==> config.mk <==
export PLATFORM = sky130hd
export DESIGN_NAME = cls_top
export DESIGN_NICKNAME = d
export VERILOG_FILES = /design/src/rtl/cls_pkg.sv /design/src/rtl/cls_sync.sv /design/src/rtl/cls_top.sv
export SDC_FILE = /design/constraint.sdc
export NUM_CORES = 1
export LEC_CHECK = 0
export BUFFER_PORTS_ARGS = -buffer_cell sky130_fd_sc_hd__buf_2
export CAP_MARGIN = 20
export CORE_MARGIN = 1.5
export CORE_UTILIZATION = 45
export CTS_BUF_LIST = sky130_fd_sc_hd__clkbuf_4 sky130_fd_sc_hd__clkbuf_8
export CTS_CLUSTER_DIAMETER = 80
export DETAILED_ROUTE_END_ITERATION = 7
export PLACE_DENSITY = 0.78
export SLEW_MARGIN = 20
export SYNTH_ARGS = -nofsm -noshare
export SYNTH_HDL_FRONTEND = slang
export SYNTH_SLANG_ARGS = --single-unit
==> constraint.sdc <==
create_clock -name ref_clk -period 1.6 [get_ports ref_clk]
set_clock_uncertainty 0.15 [all_clocks]
set_input_delay 0.16 -clock ref_clk [delete_from_list [all_inputs] [get_ports ref_clk]]
set_output_delay 0.16 -clock ref_clk [all_outputs]
set_load 0.05 [all_outputs]
==> src/rtl/cls_pkg.sv <==
// Constants, field layouts and carrier types for the clock-loss interrupt block
// Functional notes
// - Device interrupt asserts only while global enable and combined status are both one.
// - Combined status is OR of each source flag ANDed with its enable; read-only.
// - Crystal loss flag reaches the combined status only while its enable is one.
// - Crystal loss interrupt flag always mirrors the sticky loss event bit; read-only.
// - Reference-invalid reads one when any monitor disqualifies the clock; resets to one.
// - Live loss status shows current monitor result, one on loss; resets to one.
// - Sticky loss event sets whenever monitor reports loss, held while loss lasts.
// - Writing one clears the event unless loss persists; writing zero does nothing.
// - Event bit sets on leaving reset; software clears it after configuring monitor.
// - Set event keeps reporting past loss after live status returns to zero.
// - Failure mask zero lets live loss feed reference-invalid; one blocks it.
package cls_pkg;

    // Register byte offsets, one aligned word each
    localparam logic [7:0] OFF_INT_EN = 8'h00;
    localparam logic [7:0] OFF_INT_STS = 8'h04;
    localparam logic [7:0] OFF_LOSS_STS = 8'h08;
    localparam logic [7:0] OFF_LOSS_EVT = 8'h0c;
    localparam logic [7:0] OFF_MON_CTL = 8'h10;
    localparam int DEC_W = 8;

    // Field positions
    localparam int BIT_DEV_EN = 15;
    localparam int BIT_XTAL_EN = 6;
    localparam int RSV_EN_LSB = 9;
    localparam int RSV_EN_W = 3;
    localparam int BIT_DEV_STS = 15;
    localparam int BIT_XTAL_STS = 6;
    localparam int BIT_REF_INV = 1;
    localparam int BIT_LOSS = 0;
    localparam int BIT_EVT = 0;
    localparam int BIT_SOFT_RST = 0;
    localparam int BIT_FAIL_MASK = 1;
    localparam int PIN_SEL_LSB = 2;

    // Status pin sources
    localparam logic [1:0] PIN_SRC_LOCK = 2'h0;
    localparam logic [1:0] PIN_SRC_IRQ = 2'h1;
    localparam logic [1:0] PIN_SRC_REF_INV = 2'h2;
    localparam logic [1:0] PIN_SRC_LOW = 2'h3;

    // Reset values
    localparam logic LOSS_RST = 1'b1;
    localparam logic REF_INV_RST = 1'b1;
    localparam logic EVT_RST = 1'b1;
    localparam logic [RSV_EN_W-1:0] RSV_EN_RST = 3'h0;

    // AHB-Lite codes
    localparam logic [1:0] HTRANS_IDLE = 2'h0;
    localparam logic [31:0] RDATA_ZERO = 32'h0000_0000;

    // Software control fields
    typedef struct packed {
        logic [1:0] pin_sel;
        logic fail_mask;
        logic soft_reset;
    } cls_ctrl_t;

    localparam cls_ctrl_t CTRL_RST = '{pin_sel: PIN_SRC_LOCK, fail_mask: 1'b0, soft_reset: 1'b0};

    // Interrupt enable fields
    typedef struct packed {
        logic dev_en;
        logic [RSV_EN_W-1:0] rsv;
        logic xtal_loss_irq_enable;
    } cls_int_en_t;

    localparam cls_int_en_t INT_EN_RST = '{dev_en: 1'b0, rsv: RSV_EN_RST, xtal_loss_irq_enable: 1'b0};

    // Monitor state seen by software
    typedef struct packed {
        logic ref_invalid;
        logic loss_live;
        logic loss_event;
    } cls_mon_t;

    // Bus data-phase states
    typedef enum logic [1:0] {
        ST_IDLE,
        ST_WRITE,
        ST_RD_WAIT,
        ST_RD_DONE
    } cls_bus_state_t;

endpackage

==> src/rtl/cls_sync.sv <==
// Two-stage synchroniser for monitor inputs from outside the system clock
`timescale 1ns/1ps
`default_nettype none
module cls_sync
    import cls_pkg::*;
#(
    parameter int WIDTH = 3,
    parameter logic [WIDTH-1:0] RST_VAL = '0
) (
    input wire logic ref_clk,
    input wire logic rst_n,
    input wire logic [WIDTH-1:0] async_in,
    output logic [WIDTH-1:0] sync_out
);

    logic [WIDTH-1:0] meta;

    generate
        if (WIDTH < 1) begin : g_bad_width
            $error("cls_sync needs WIDTH of at least one");
        end
    endgenerate

    // First stage is read only by the second
    always_ff @(posedge ref_clk) begin
        if (!rst_n) begin
            meta <= RST_VAL;
            sync_out <= RST_VAL;
        end else begin
            meta <= async_in;
            sync_out <= meta;
        end
    end

endmodule
`default_nettype wire

==> src/rtl/cls_top.sv <==
// Clock-loss monitor status, sticky event and interrupt logic with AHB-Lite registers
`timescale 1ns/1ps
`default_nettype none
module cls_top
    import cls_pkg::*;
#(
    parameter int ADDR_W = 32
) (
    input wire logic ref_clk,
    input wire logic rst_n,
    // AHB-Lite slave
    input wire logic hsel,
    input wire logic [ADDR_W-1:0] haddr,
    input wire logic [1:0] htrans,
    input wire logic hwrite,
    input wire logic [2:0] hsize,
    input wire logic [31:0] hwdata,
    input wire logic hready,
    output logic hreadyout,
    output logic hresp,
    output logic [31:0] hrdata,
    // Monitor and lock inputs, asynchronous to ref_clk
    input wire logic loss_detect,
    input wire logic activity_fail,
    input wire logic pll_lock,
    // Outputs
    output logic irq,
    output logic status_pin,
    output logic monitor_soft_reset
);

    // Data word width as seen on the bus
    localparam int DATA_W = $bits(hwdata);

    // Elaboration checks on the address width and the field layout
    generate
        if (ADDR_W < DEC_W) begin : g_bad_addr
            $error("cls_top needs ADDR_W of at least eight");
        end
        // A field placed beyond the word would silently vanish from reads
        if (BIT_DEV_EN >= DATA_W || BIT_DEV_STS >= DATA_W) begin : g_bad_top_bit
            $error("cls_top global enable or combined status lies outside the data word");
        end
        if (RSV_EN_LSB + RSV_EN_W > BIT_DEV_EN) begin : g_bad_rsv
            $error("cls_top reserved enable bits overlap the global enable");
        end
        if (BIT_XTAL_EN >= RSV_EN_LSB) begin : g_bad_src_bit
            $error("cls_top source enable overlaps the reserved enable bits");
        end
        if (BIT_FAIL_MASK == BIT_SOFT_RST || PIN_SEL_LSB <= BIT_FAIL_MASK) begin : g_bad_ctrl
            $error("cls_top control fields overlap");
        end
    endgenerate

    // Address match: upper bits zero, low byte equal, word aligned
    function automatic logic addr_is(
        input logic [ADDR_W-1:0] a,
        input logic [DEC_W-1:0] off
    );
        logic upper_zero;
        upper_zero = (a >> DEC_W) == '0;
        return upper_zero && (a[DEC_W-1:0] == off);
    endfunction

    // Set-wins sticky update shared by the event flag
    // A clear can never hide an event that is still being reported
    function automatic logic sticky_next(
        input logic cur,
        input logic set,
        input logic clr
    );
        return set | (cur & ~clr);
    endfunction

    // Input synchronisation
    // Monitor and lock pins are levels from other clock domains
    logic [2:0] raw_in;
    logic [2:0] sync_in;
    logic loss_sync;
    logic act_sync;
    logic lock_sync;

    // Bit order fixed by the synchroniser reset value below
    assign raw_in = {pll_lock, activity_fail, loss_detect};

    // Reset to loss asserted so nothing looks valid before real samples
    // Lock and activity reset low, matching the register reset view
    cls_sync #(
        .WIDTH(3),
        .RST_VAL({1'b0, 1'b0, LOSS_RST})
    ) u_sync (
        .ref_clk(ref_clk),
        .rst_n(rst_n),
        .async_in(raw_in),
        .sync_out(sync_in)
    );

    assign loss_sync = sync_in[0];
    assign act_sync = sync_in[1];
    assign lock_sync = sync_in[2];

    // Bus front end
    // One slave, single word transfers, reads take one wait state
    cls_bus_state_t state;
    cls_bus_state_t next_state;
    logic [ADDR_W-1:0] dp_addr;
    logic addr_take;
    logic wr_take;
    logic rd_take;

    // Address phase accepted only when the previous transfer has ended
    assign addr_take = hsel && htrans[1] && hready;
    assign wr_take = addr_take && hwrite;
    assign rd_take = addr_take && !hwrite;

    // Reads spend one wait cycle so read data comes from a flop
    // and already sees a write that ended at the address edge
    always_comb begin
        next_state = state;
        case (state)
            ST_IDLE,
            ST_WRITE,
            ST_RD_DONE: begin
                if (wr_take) begin
                    next_state = ST_WRITE;
                end else if (rd_take) begin
                    next_state = ST_RD_WAIT;
                end else begin
                    next_state = ST_IDLE;
                end
            end
            ST_RD_WAIT: begin
                next_state = ST_RD_DONE;
            end
            default: begin
                next_state = ST_IDLE;
            end
        endcase
    end

    // Only the read wait cycle stretches the bus
    assign hreadyout = (state != ST_RD_WAIT);
    // No error response: unmapped and read-only writes just complete
    assign hresp = 1'b0;

    // Data-phase state and latched address
    always_ff @(posedge ref_clk) begin
        if (!rst_n) begin
            state <= ST_IDLE;
            dp_addr <= '0;
        end else begin
            state <= next_state;
            if (addr_take) begin
                dp_addr <= haddr;
            end
        end
    end

    // Register hits on the latched data-phase address
    logic hit_int_en;
    logic hit_int_sts;
    logic hit_loss_sts;
    logic hit_loss_evt;
    logic hit_mon_ctl;

    assign hit_int_en = addr_is(dp_addr, OFF_INT_EN);
    assign hit_int_sts = addr_is(dp_addr, OFF_INT_STS);
    assign hit_loss_sts = addr_is(dp_addr, OFF_LOSS_STS);
    assign hit_loss_evt = addr_is(dp_addr, OFF_LOSS_EVT);
    assign hit_mon_ctl = addr_is(dp_addr, OFF_MON_CTL);

    // Write strobes in the data phase; read-only and unmapped hits fall away
    logic wr_phase;
    logic wr_int_en;
    logic wr_loss_evt;
    logic wr_mon_ctl;

    assign wr_phase = (state == ST_WRITE);
    assign wr_int_en = wr_phase && hit_int_en;
    assign wr_loss_evt = wr_phase && hit_loss_evt;
    assign wr_mon_ctl = wr_phase && hit_mon_ctl;

    // Software registers
    // Written in the data phase, so a read right after sees the new value
    cls_int_en_t int_en;
    cls_ctrl_t ctrl;

    // Enables; reserved writable bits just store and read back
    always_ff @(posedge ref_clk) begin
        if (!rst_n) begin
            int_en <= INT_EN_RST;
        end else if (wr_int_en) begin
            int_en.dev_en <= hwdata[BIT_DEV_EN];
            int_en.rsv <= hwdata[RSV_EN_LSB +: RSV_EN_W];
            int_en.xtal_loss_irq_enable <= hwdata[BIT_XTAL_EN];
        end
    end

    // Monitor control: soft reset, failure mask and pin source
    always_ff @(posedge ref_clk) begin
        if (!rst_n) begin
            ctrl <= CTRL_RST;
        end else if (wr_mon_ctl) begin
            ctrl.soft_reset <= hwdata[BIT_SOFT_RST];
            ctrl.fail_mask <= hwdata[BIT_FAIL_MASK];
            ctrl.pin_sel <= hwdata[PIN_SEL_LSB +: $bits(ctrl.pin_sel)];
        end
    end

    // Software is expected to hold this while rewriting monitor setup
    assign monitor_soft_reset = ctrl.soft_reset;

    // Monitor status and sticky event
    // All three flags run from synchronised inputs only
    cls_mon_t mon;
    logic next_loss_live;
    logic next_ref_invalid;
    logic next_loss_event;
    logic evt_clear;

    // Soft reset forces the reset view: loss seen, clock invalid
    assign next_loss_live = ctrl.soft_reset ? LOSS_RST : loss_sync;
    // Mask blocks only the loss term; activity failure always counts
    assign next_ref_invalid = ctrl.soft_reset ? REF_INV_RST
        : ((mon.loss_live & ~ctrl.fail_mask) | act_sync);

    // Write of one clears, write of zero leaves it alone
    assign evt_clear = wr_loss_evt && hwdata[BIT_EVT];
    // Live loss and soft reset both set; set wins over a clear in the same cycle
    assign next_loss_event = sticky_next(mon.loss_event,
        mon.loss_live | ctrl.soft_reset, evt_clear);

    // Event comes out of reset set, needing a clear once configured
    always_ff @(posedge ref_clk) begin
        if (!rst_n) begin
            mon.loss_live <= LOSS_RST;
            mon.ref_invalid <= REF_INV_RST;
            mon.loss_event <= EVT_RST;
        end else begin
            mon.loss_live <= next_loss_live;
            mon.ref_invalid <= next_ref_invalid;
            mon.loss_event <= next_loss_event;
        end
    end

    // Interrupt aggregation
    // Global enable gates the interrupt but not the readable combined bit
    logic xtal_loss_irq_flag;
    logic xtal_gated;
    logic dev_int_sts;
    logic dev_int;

    // Flag is a plain mirror, no storage of its own
    assign xtal_loss_irq_flag = mon.loss_event;
    assign xtal_gated = xtal_loss_irq_flag & int_en.xtal_loss_irq_enable;
    // Only one source today; more would OR in here
    assign dev_int_sts = xtal_gated;
    assign dev_int = dev_int_sts & int_en.dev_en;

    // Level output from flops only, so it falls right after a clear edge
    assign irq = dev_int;

    // Status pin
    // One shared output, its source chosen by software
    logic pin_is_irq;
    logic pin_is_lock;
    logic pin_is_ref_inv;
    logic next_status_pin;

    // Source decode; the spare code drives the pin low
    assign pin_is_irq = (ctrl.pin_sel == PIN_SRC_IRQ);
    assign pin_is_lock = (ctrl.pin_sel == PIN_SRC_LOCK);
    assign pin_is_ref_inv = (ctrl.pin_sel == PIN_SRC_REF_INV);

    // Pin carries the enable-gated interrupt, never the raw combined status
    assign next_status_pin =
        pin_is_irq ? dev_int :
        pin_is_lock ? lock_sync :
        pin_is_ref_inv ? mon.ref_invalid :
        1'b0;

    // Registered to keep the pin glitch free, one cycle behind its source
    always_ff @(posedge ref_clk) begin
        if (!rst_n) begin
            status_pin <= 1'b0;
        end else begin
            status_pin <= next_status_pin;
        end
    end

    // Read path
    // Reserved enable bits read back what was last written
    logic [31:0] rd_int_en;
    logic [31:0] rd_int_sts;
    logic [31:0] rd_loss_sts;
    logic [31:0] rd_loss_evt;
    logic [31:0] rd_mon_ctl;
    logic [31:0] rd_word;

    // Word images; unlisted bits read as zero
    always_comb begin
        rd_int_en = RDATA_ZERO;
        rd_int_en[BIT_DEV_EN] = int_en.dev_en;
        rd_int_en[RSV_EN_LSB +: RSV_EN_W] = int_en.rsv;
        rd_int_en[BIT_XTAL_EN] = int_en.xtal_loss_irq_enable;
        rd_int_sts = RDATA_ZERO;
        rd_int_sts[BIT_DEV_STS] = dev_int_sts;
        rd_int_sts[BIT_XTAL_STS] = xtal_loss_irq_flag;
        rd_loss_sts = RDATA_ZERO;
        rd_loss_sts[BIT_REF_INV] = mon.ref_invalid;
        rd_loss_sts[BIT_LOSS] = mon.loss_live;
        rd_loss_evt = RDATA_ZERO;
        rd_loss_evt[BIT_EVT] = mon.loss_event;
        rd_mon_ctl = RDATA_ZERO;
        rd_mon_ctl[BIT_SOFT_RST] = ctrl.soft_reset;
        rd_mon_ctl[BIT_FAIL_MASK] = ctrl.fail_mask;
        rd_mon_ctl[PIN_SEL_LSB +: 2] = ctrl.pin_sel;
    end

    // Address select; unmapped reads give zero
    assign rd_word =
        hit_int_en ? rd_int_en :
        hit_int_sts ? rd_int_sts :
        hit_loss_sts ? rd_loss_sts :
        hit_loss_evt ? rd_loss_evt :
        hit_mon_ctl ? rd_mon_ctl :
        RDATA_ZERO;

    // Read data is loaded only in the wait cycle of a read
    logic rd_load;

    assign rd_load = (state == ST_RD_WAIT);

    // Captured in the wait cycle, held until the next read
    always_ff @(posedge ref_clk) begin
        if (!rst_n) begin
            hrdata <= RDATA_ZERO;
        end else if (rd_load) begin
            hrdata <= rd_word;
        end
    end

    // Size is accepted as is; only word transfers are expected
    // A narrower write would still update the whole register
    logic unused_ok;
    assign unused_ok = ^{hsize, htrans[0]};

endmodule
`default_nettype wire

After elaboration in Yosys (flattened, before gate mapping)
Index checks and enable logic that the tools add are counted.
Widths: inputs -> output; s select.
{ "totals": {"register_bits": 85, "inputBits": 77, "wordCells": 66, "output_inout_bits": 37} }
{ "op_classes": {"reduce_logical": 20, "bitwise": 10, "n_mux": 11, "n_eq_ne": 10} }
{ "op_table": {"columns": ["op", "count"], "rows": [
  ["$logic_not 32->1", 1],
  ["$mux 16", 2],
  ["$eq 8x4->1 const B", 2],
  ["$logic_and 1x1->1", 13],
  ["$mux 4", 3],
  ["$eq 8x3->1 const B", 1],
  ["$eq 8x5->1 const B", 1],
  ["$logic_not 8->1", 1],
  ["$eq 2x2->1 const B", 3],
  ["$and 1x1->1", 4],
  ["$eq 2x1->1 const B", 2],
  ["$logic_not 2->1", 2],
  ["$mux 2", 2],
  ["$pmux 2 s2", 1],
  ["$mux 1", 3],
  ["$not 1->1", 3],
  ["$or 1x1->1", 3],
  ["$reduce_or 3->1", 1],
  ["$ne 2x2->1 const B", 1],
  ["$reduce_or 2->1", 1],
  ["$logic_not 1->1", 1]
]} }

Logic depth before layout (Yosys ltp)
{ "depth": {"ltp_word": 7, "depth_mapped": 6, "ltp_nobuf": 4} }

Cells and area by module
From an unflattened synthesis, not the netlist that was laid out.
{ "unflattened": {"hier_cells": 316, "hier_area_um2": 2766.4} }
{ "modules_own_cells": {"columns": ["module", "n_inst", "area_each_um2", "cells_each"], "rows": [
  ["cls_top", 1, 2608.8, 304],
  ["cls_sync", 1, 157.7, 12]
]} }

Worst setup path after synthesis
OpenSTA, ideal clock, no wires.
{ "synth_path": {"path_kind": "register to register", "from": "register state[1]", "to": "register hrdata[15]", "arrival_time_ps": 1603, "setup_slack_ps": -269, "synth_period_minus_slack_ps": 1869, "t_required_ps": 1334, "path_stages_with_launch": 7, "cell_sequence": "dfxtp_1 -> nor2b_1 -> clkbuf_1 -> inv_1 -> clkbuf_1 -> and3_1 -> a31o_2"} }
{ "synth_between": {"elab_chain_len": 1} }
{ "synth_lines": {"columns": ["element", "line", "source"], "rows": [
  ["start, declared", "cls_top.sv:104", "cls_bus_state_t state;"],
  ["start signal, assigned", "cls_top.sv:152", "state <= next_state;"],
  ["$eq 2x2->1", "cls_top.sv:332", "assign rd_load = (state == ST_RD_WAIT);"],
  ["end signal, assigned", "cls_top.sv:339", "hrdata <= rd_word;"],
  ["end, declared", "cls_top.sv:21", "output logic [31:0] hrdata,"]
]} }
No other way between the ends.
A chain may end at the register's enable or synchronous reset.

Worst setup path after layout
{ "layout_path": {"from": "register dp_addr[12]", "to": "register hrdata[3]"} }
{ "layout_between": {"elab_chain_len": 7, "word_cells_on_any_way": 11, "cone_classes": "5 x mux; 6 x reduce/logical"} }
{ "layout_lines": {"columns": ["element", "line", "source"], "rows": [
  ["start, declared", "cls_top.sv:106", "logic [ADDR_W-1:0] dp_addr;"],
  ["start signal, assigned", "cls_top.sv:154", "dp_addr <= haddr;"],
  ["$logic_not 32->1 (*)", "cls_top.sv:61", "upper_zero = (a >> DEC_W) == '0;"],
  ["$logic_and 1x1->1", "cls_top.sv:62", "return upper_zero && (a[DEC_W-1:0] == off);"],
  ["$mux 4", "cls_top.sv:326", "hit_mon_ctl ? rd_mon_ctl :"],
  ["$mux 4", "cls_top.sv:325", "hit_loss_evt ? rd_loss_evt :"],
  ["$mux 4", "cls_top.sv:324", "hit_loss_sts ? rd_loss_sts :"],
  ["$mux 16", "cls_top.sv:323", "hit_int_sts ? rd_int_sts :"],
  ["$mux 16 (*)", "cls_top.sv:322", "hit_int_en ? rd_int_en :"]
]} }
Mark *: on every way between the ends. The rest lies on a longest branch, timed or not.

==> results_dict.tcl <==
set metrics [dict create \
    status "complete, but fails checks" \
    violations "negative setup slack" \
    cp_top_family "simple AND/OR/NAND/NOR gates" \
    worstPathArrival_ns 1.84 \
    wire_per_inst_um 12.4 \
    critPathRequiredTime_ns 1.72 \
    synthMuxAreaShare_pct 4.02 \
    grt_max_degree 42 \
    drc 0 \
    synth_xor_area_share_pct 0 \
    die_h_um 81.5 \
    area_growth_pct 44.4 \
    power_density_nw_per_um2 855 \
    coreArea_um2 5920 \
    htreeDepth 3 \
    synthAdderAreaFrac_pct 0 \
    rsz0062_at_grt "yes" \
    grt_antenna_before_repair 0 \
    clock-root-buffer "clkbuf_8" \
    grt_overflow 0 \
    synth_largest_area_cell "dfxtp_1" \
    hold_viol 0 \
    synth_edf_count 0 \
    die-area_um2 6640 \
    regToRegSetupSlack_ns -0.12 \
    leakagePower_nw 1.68 \
    yosysSeqAreaShare_pct 44.8 \
    cts_sinks 62 \
    start_util_pct 46.8 \
    finalMaxSlewViolations 0 \
    rr_startpoint "dp_addr[12]" \
    synth_area_leaders "dfxtp_1 45%, nand2_1 13%, a21boi_0 9.5%" \
    post-route-period-util_pct 107 \
    fin_ws_ns -0.117 \
    grt_pass1_wl_mm 10.6 \
    yosysWarnings 0 \
    path_cells "nor4_4 > nand2_2 > or4_4 > a21boi_2" \
    yosys_register_bits 62 \
    dp_hpwl_mm 4.15 \
    dpl_worst_slack_ns -0.186 \
    max_clock_freq_mhz 583 \
    fin_crit_ns 1.72 \
    drt-total-wl_mm 6.51 \
    drt_iter0_drc 113 \
    max_stage_delay_ns 0.54 \
    yosys.cell_types.count 36 \
    power_mw 3.42 \
    numCtsBuffers 9 \
    crit_slowest_cell "or4_4" \
    hold_class "input pin to register" \
    drt-vias-per-instance 4.76 \
    worstPathMaxFanout 5 \
    grt_pass1_vias 2383 \
    synth_top_area_share_pct 44.8 \
    fp.dieW_um 81.5 \
    crit_path_start_kind "register" \
    diodes 0 \
    antenna_left 0 \
    clock_path_buffers 2 \
    clkTransAtPathRegs_ns 0.06 \
    cap_violations 0 \
    netlist_instances 317 \
    portBuffers 62 \
    synth_area_per_cell_um2 8.74 \
    dr.pass1.iters 4 \
    synth_top_family_by_area "simple AND/OR/NAND/NOR gates" \
    fin_nets 523 \
    yosys-top-cells-count "95 x nand2_1, 62 x dfxtp_1, 35 x a21boi_0" \
    vias 2491 \
    worstSkewPairLatency_ns 0.34 \
    grt_use_total_pct 21.2 \
    fp-row-count 28 \
    synth_compound_area_share_pct 13.3 \
    ios 114 \
    yosysMostFrequentCell "nand2_1" \
    yosys.area_share.simple_pct 28.2 \
    critPathBufInv 0 \
    cts_tree "built" \
    synth_flop_cell "dfxtp_1" \
    utilization_pct 67.6 \
    setup_viol 18 \
    critical_path_class "register to register" \
    peakVddDrop_mv 0.630 \
    postSynth.asyncResetShare_pct 0 \
    routabilityCongestion 0.787 \
    critPathLaunch "dp_addr[12]" \
    cp-end-kind "register" \
    drive_gt1_share_pct 31.5 \
    synthesis.area_um2 2770 \
    worstHoldStart "hwrite" \
]
-- layer usage --
metal  global-route usage (%)  wire length [um]  up-vias
li1                         -                 -     1269
met1                     25.0              2830     1147
met2                     35.7              3260       61
met3                     4.56               247       14
met4                     11.4               173        0
met5                        0                 0        -
-- flip-flops by register name, indices dropped and copies added (netlist names) --
| signal | flops |
|---|---|
| u_sync.meta | 3 |
| mon | 2 |
| status_pin | 1 |
| state | 2 |
| int_en | 5 |
| dp_addr | 32 |
| monitor_soft_reset | 1 |
| hrdata | 9 |
| u_sync.sync_out | 3 |
| xtal_loss_irq_flag | 1 |
| ctrl | 3 |
-- what timing repair did --
action | 4_1_cts | 5_1_grt
pin swaps | 21 | 6
hold endpoints to repair | 44 | 0
hold buffers | 44 | 0
gates cloned | 1 | 0
setup endpoints to repair | 20 | 20
resized for setup | 23 | 8
buffers inserted | 5 | 3
-- where the power goes --
group / total [mW] / switching [mW] / internal [mW]
Clock: 1.17 / 0.553 / 0.614
Combinational: 0.637 / 0.346 / 0.291
Sequential: 1.62 / 0.0311 / 1.58
Total: 3.42 / 0.931 / 2.49
-- cell type report --
| cell class | count | area [um^2] |
|---|---|---|
| repair buffers | 136 | 1010 |
| fillers | 502 | 1920 |
| flip-flops and latches | 62 | 1250 |
| multi-input cells | 234 | 1470 |
| inverters | 3 | 11.3 |
| well taps | 75 | 93.8 |
| clock inverters | 2 | 10.0 |
| clock buffers | 11 | 151 |
-- metrics by stage --
step           instances  instance area, um^2  setup TNS (ns)  hold slack, ns
6_report             523                 4000           -1.41         0.00313
5_1_grt              523                 4000           -3.36          0.0215
4_1_cts              520                 3950           -1.27         0.00609
3_5_place_dp         457                 3230           -2.73           0.199
3_3_place_gp         457                 3230           -2.12           0.193
2_1_floorplan        340                 2890        -0.00237           0.111
-- placed cells by master (no fill, tap or decap), drive strengths merged, types with 3 or more instances in the layout --
cell	count
nand2	95
buf	92
dfxtp	62
dlygate4sd3	44
a21boi	37
conb	24
clkbuf	11
mux2i	10
nor4	10
and2	6
nand3	6
and3	5
o21ai	5
nand2b	5
or3	3
inv	3
nand4	3
nor3b	3
nor3	3
-- worst min-delay path: cells and delay by family --
| kind | cells | cell delay (ns) |
|---|---|---|
| compound gates | 1 | 0.07 |
| buf+inv | 1 | 0.10 |
| simple gates | 1 | 0.11 |
-- cell families after synthesis --
family | after synthesis
compound gates | 51
flops | 62
simple gates | 147
other cells | 1
mux | 11
buf+inv | 45
-- final timing paths --
| kind | endpoint | cells past startpoint |
|---|---|---|
| min reg2reg | u_sync.sync_out[0] | 1 |
| max reg2reg | hrdata[3] | 4 |
| max | hrdata[3] | 4 |
| min | state[0] | 3 |
Power figures use the tool's default switching activity.
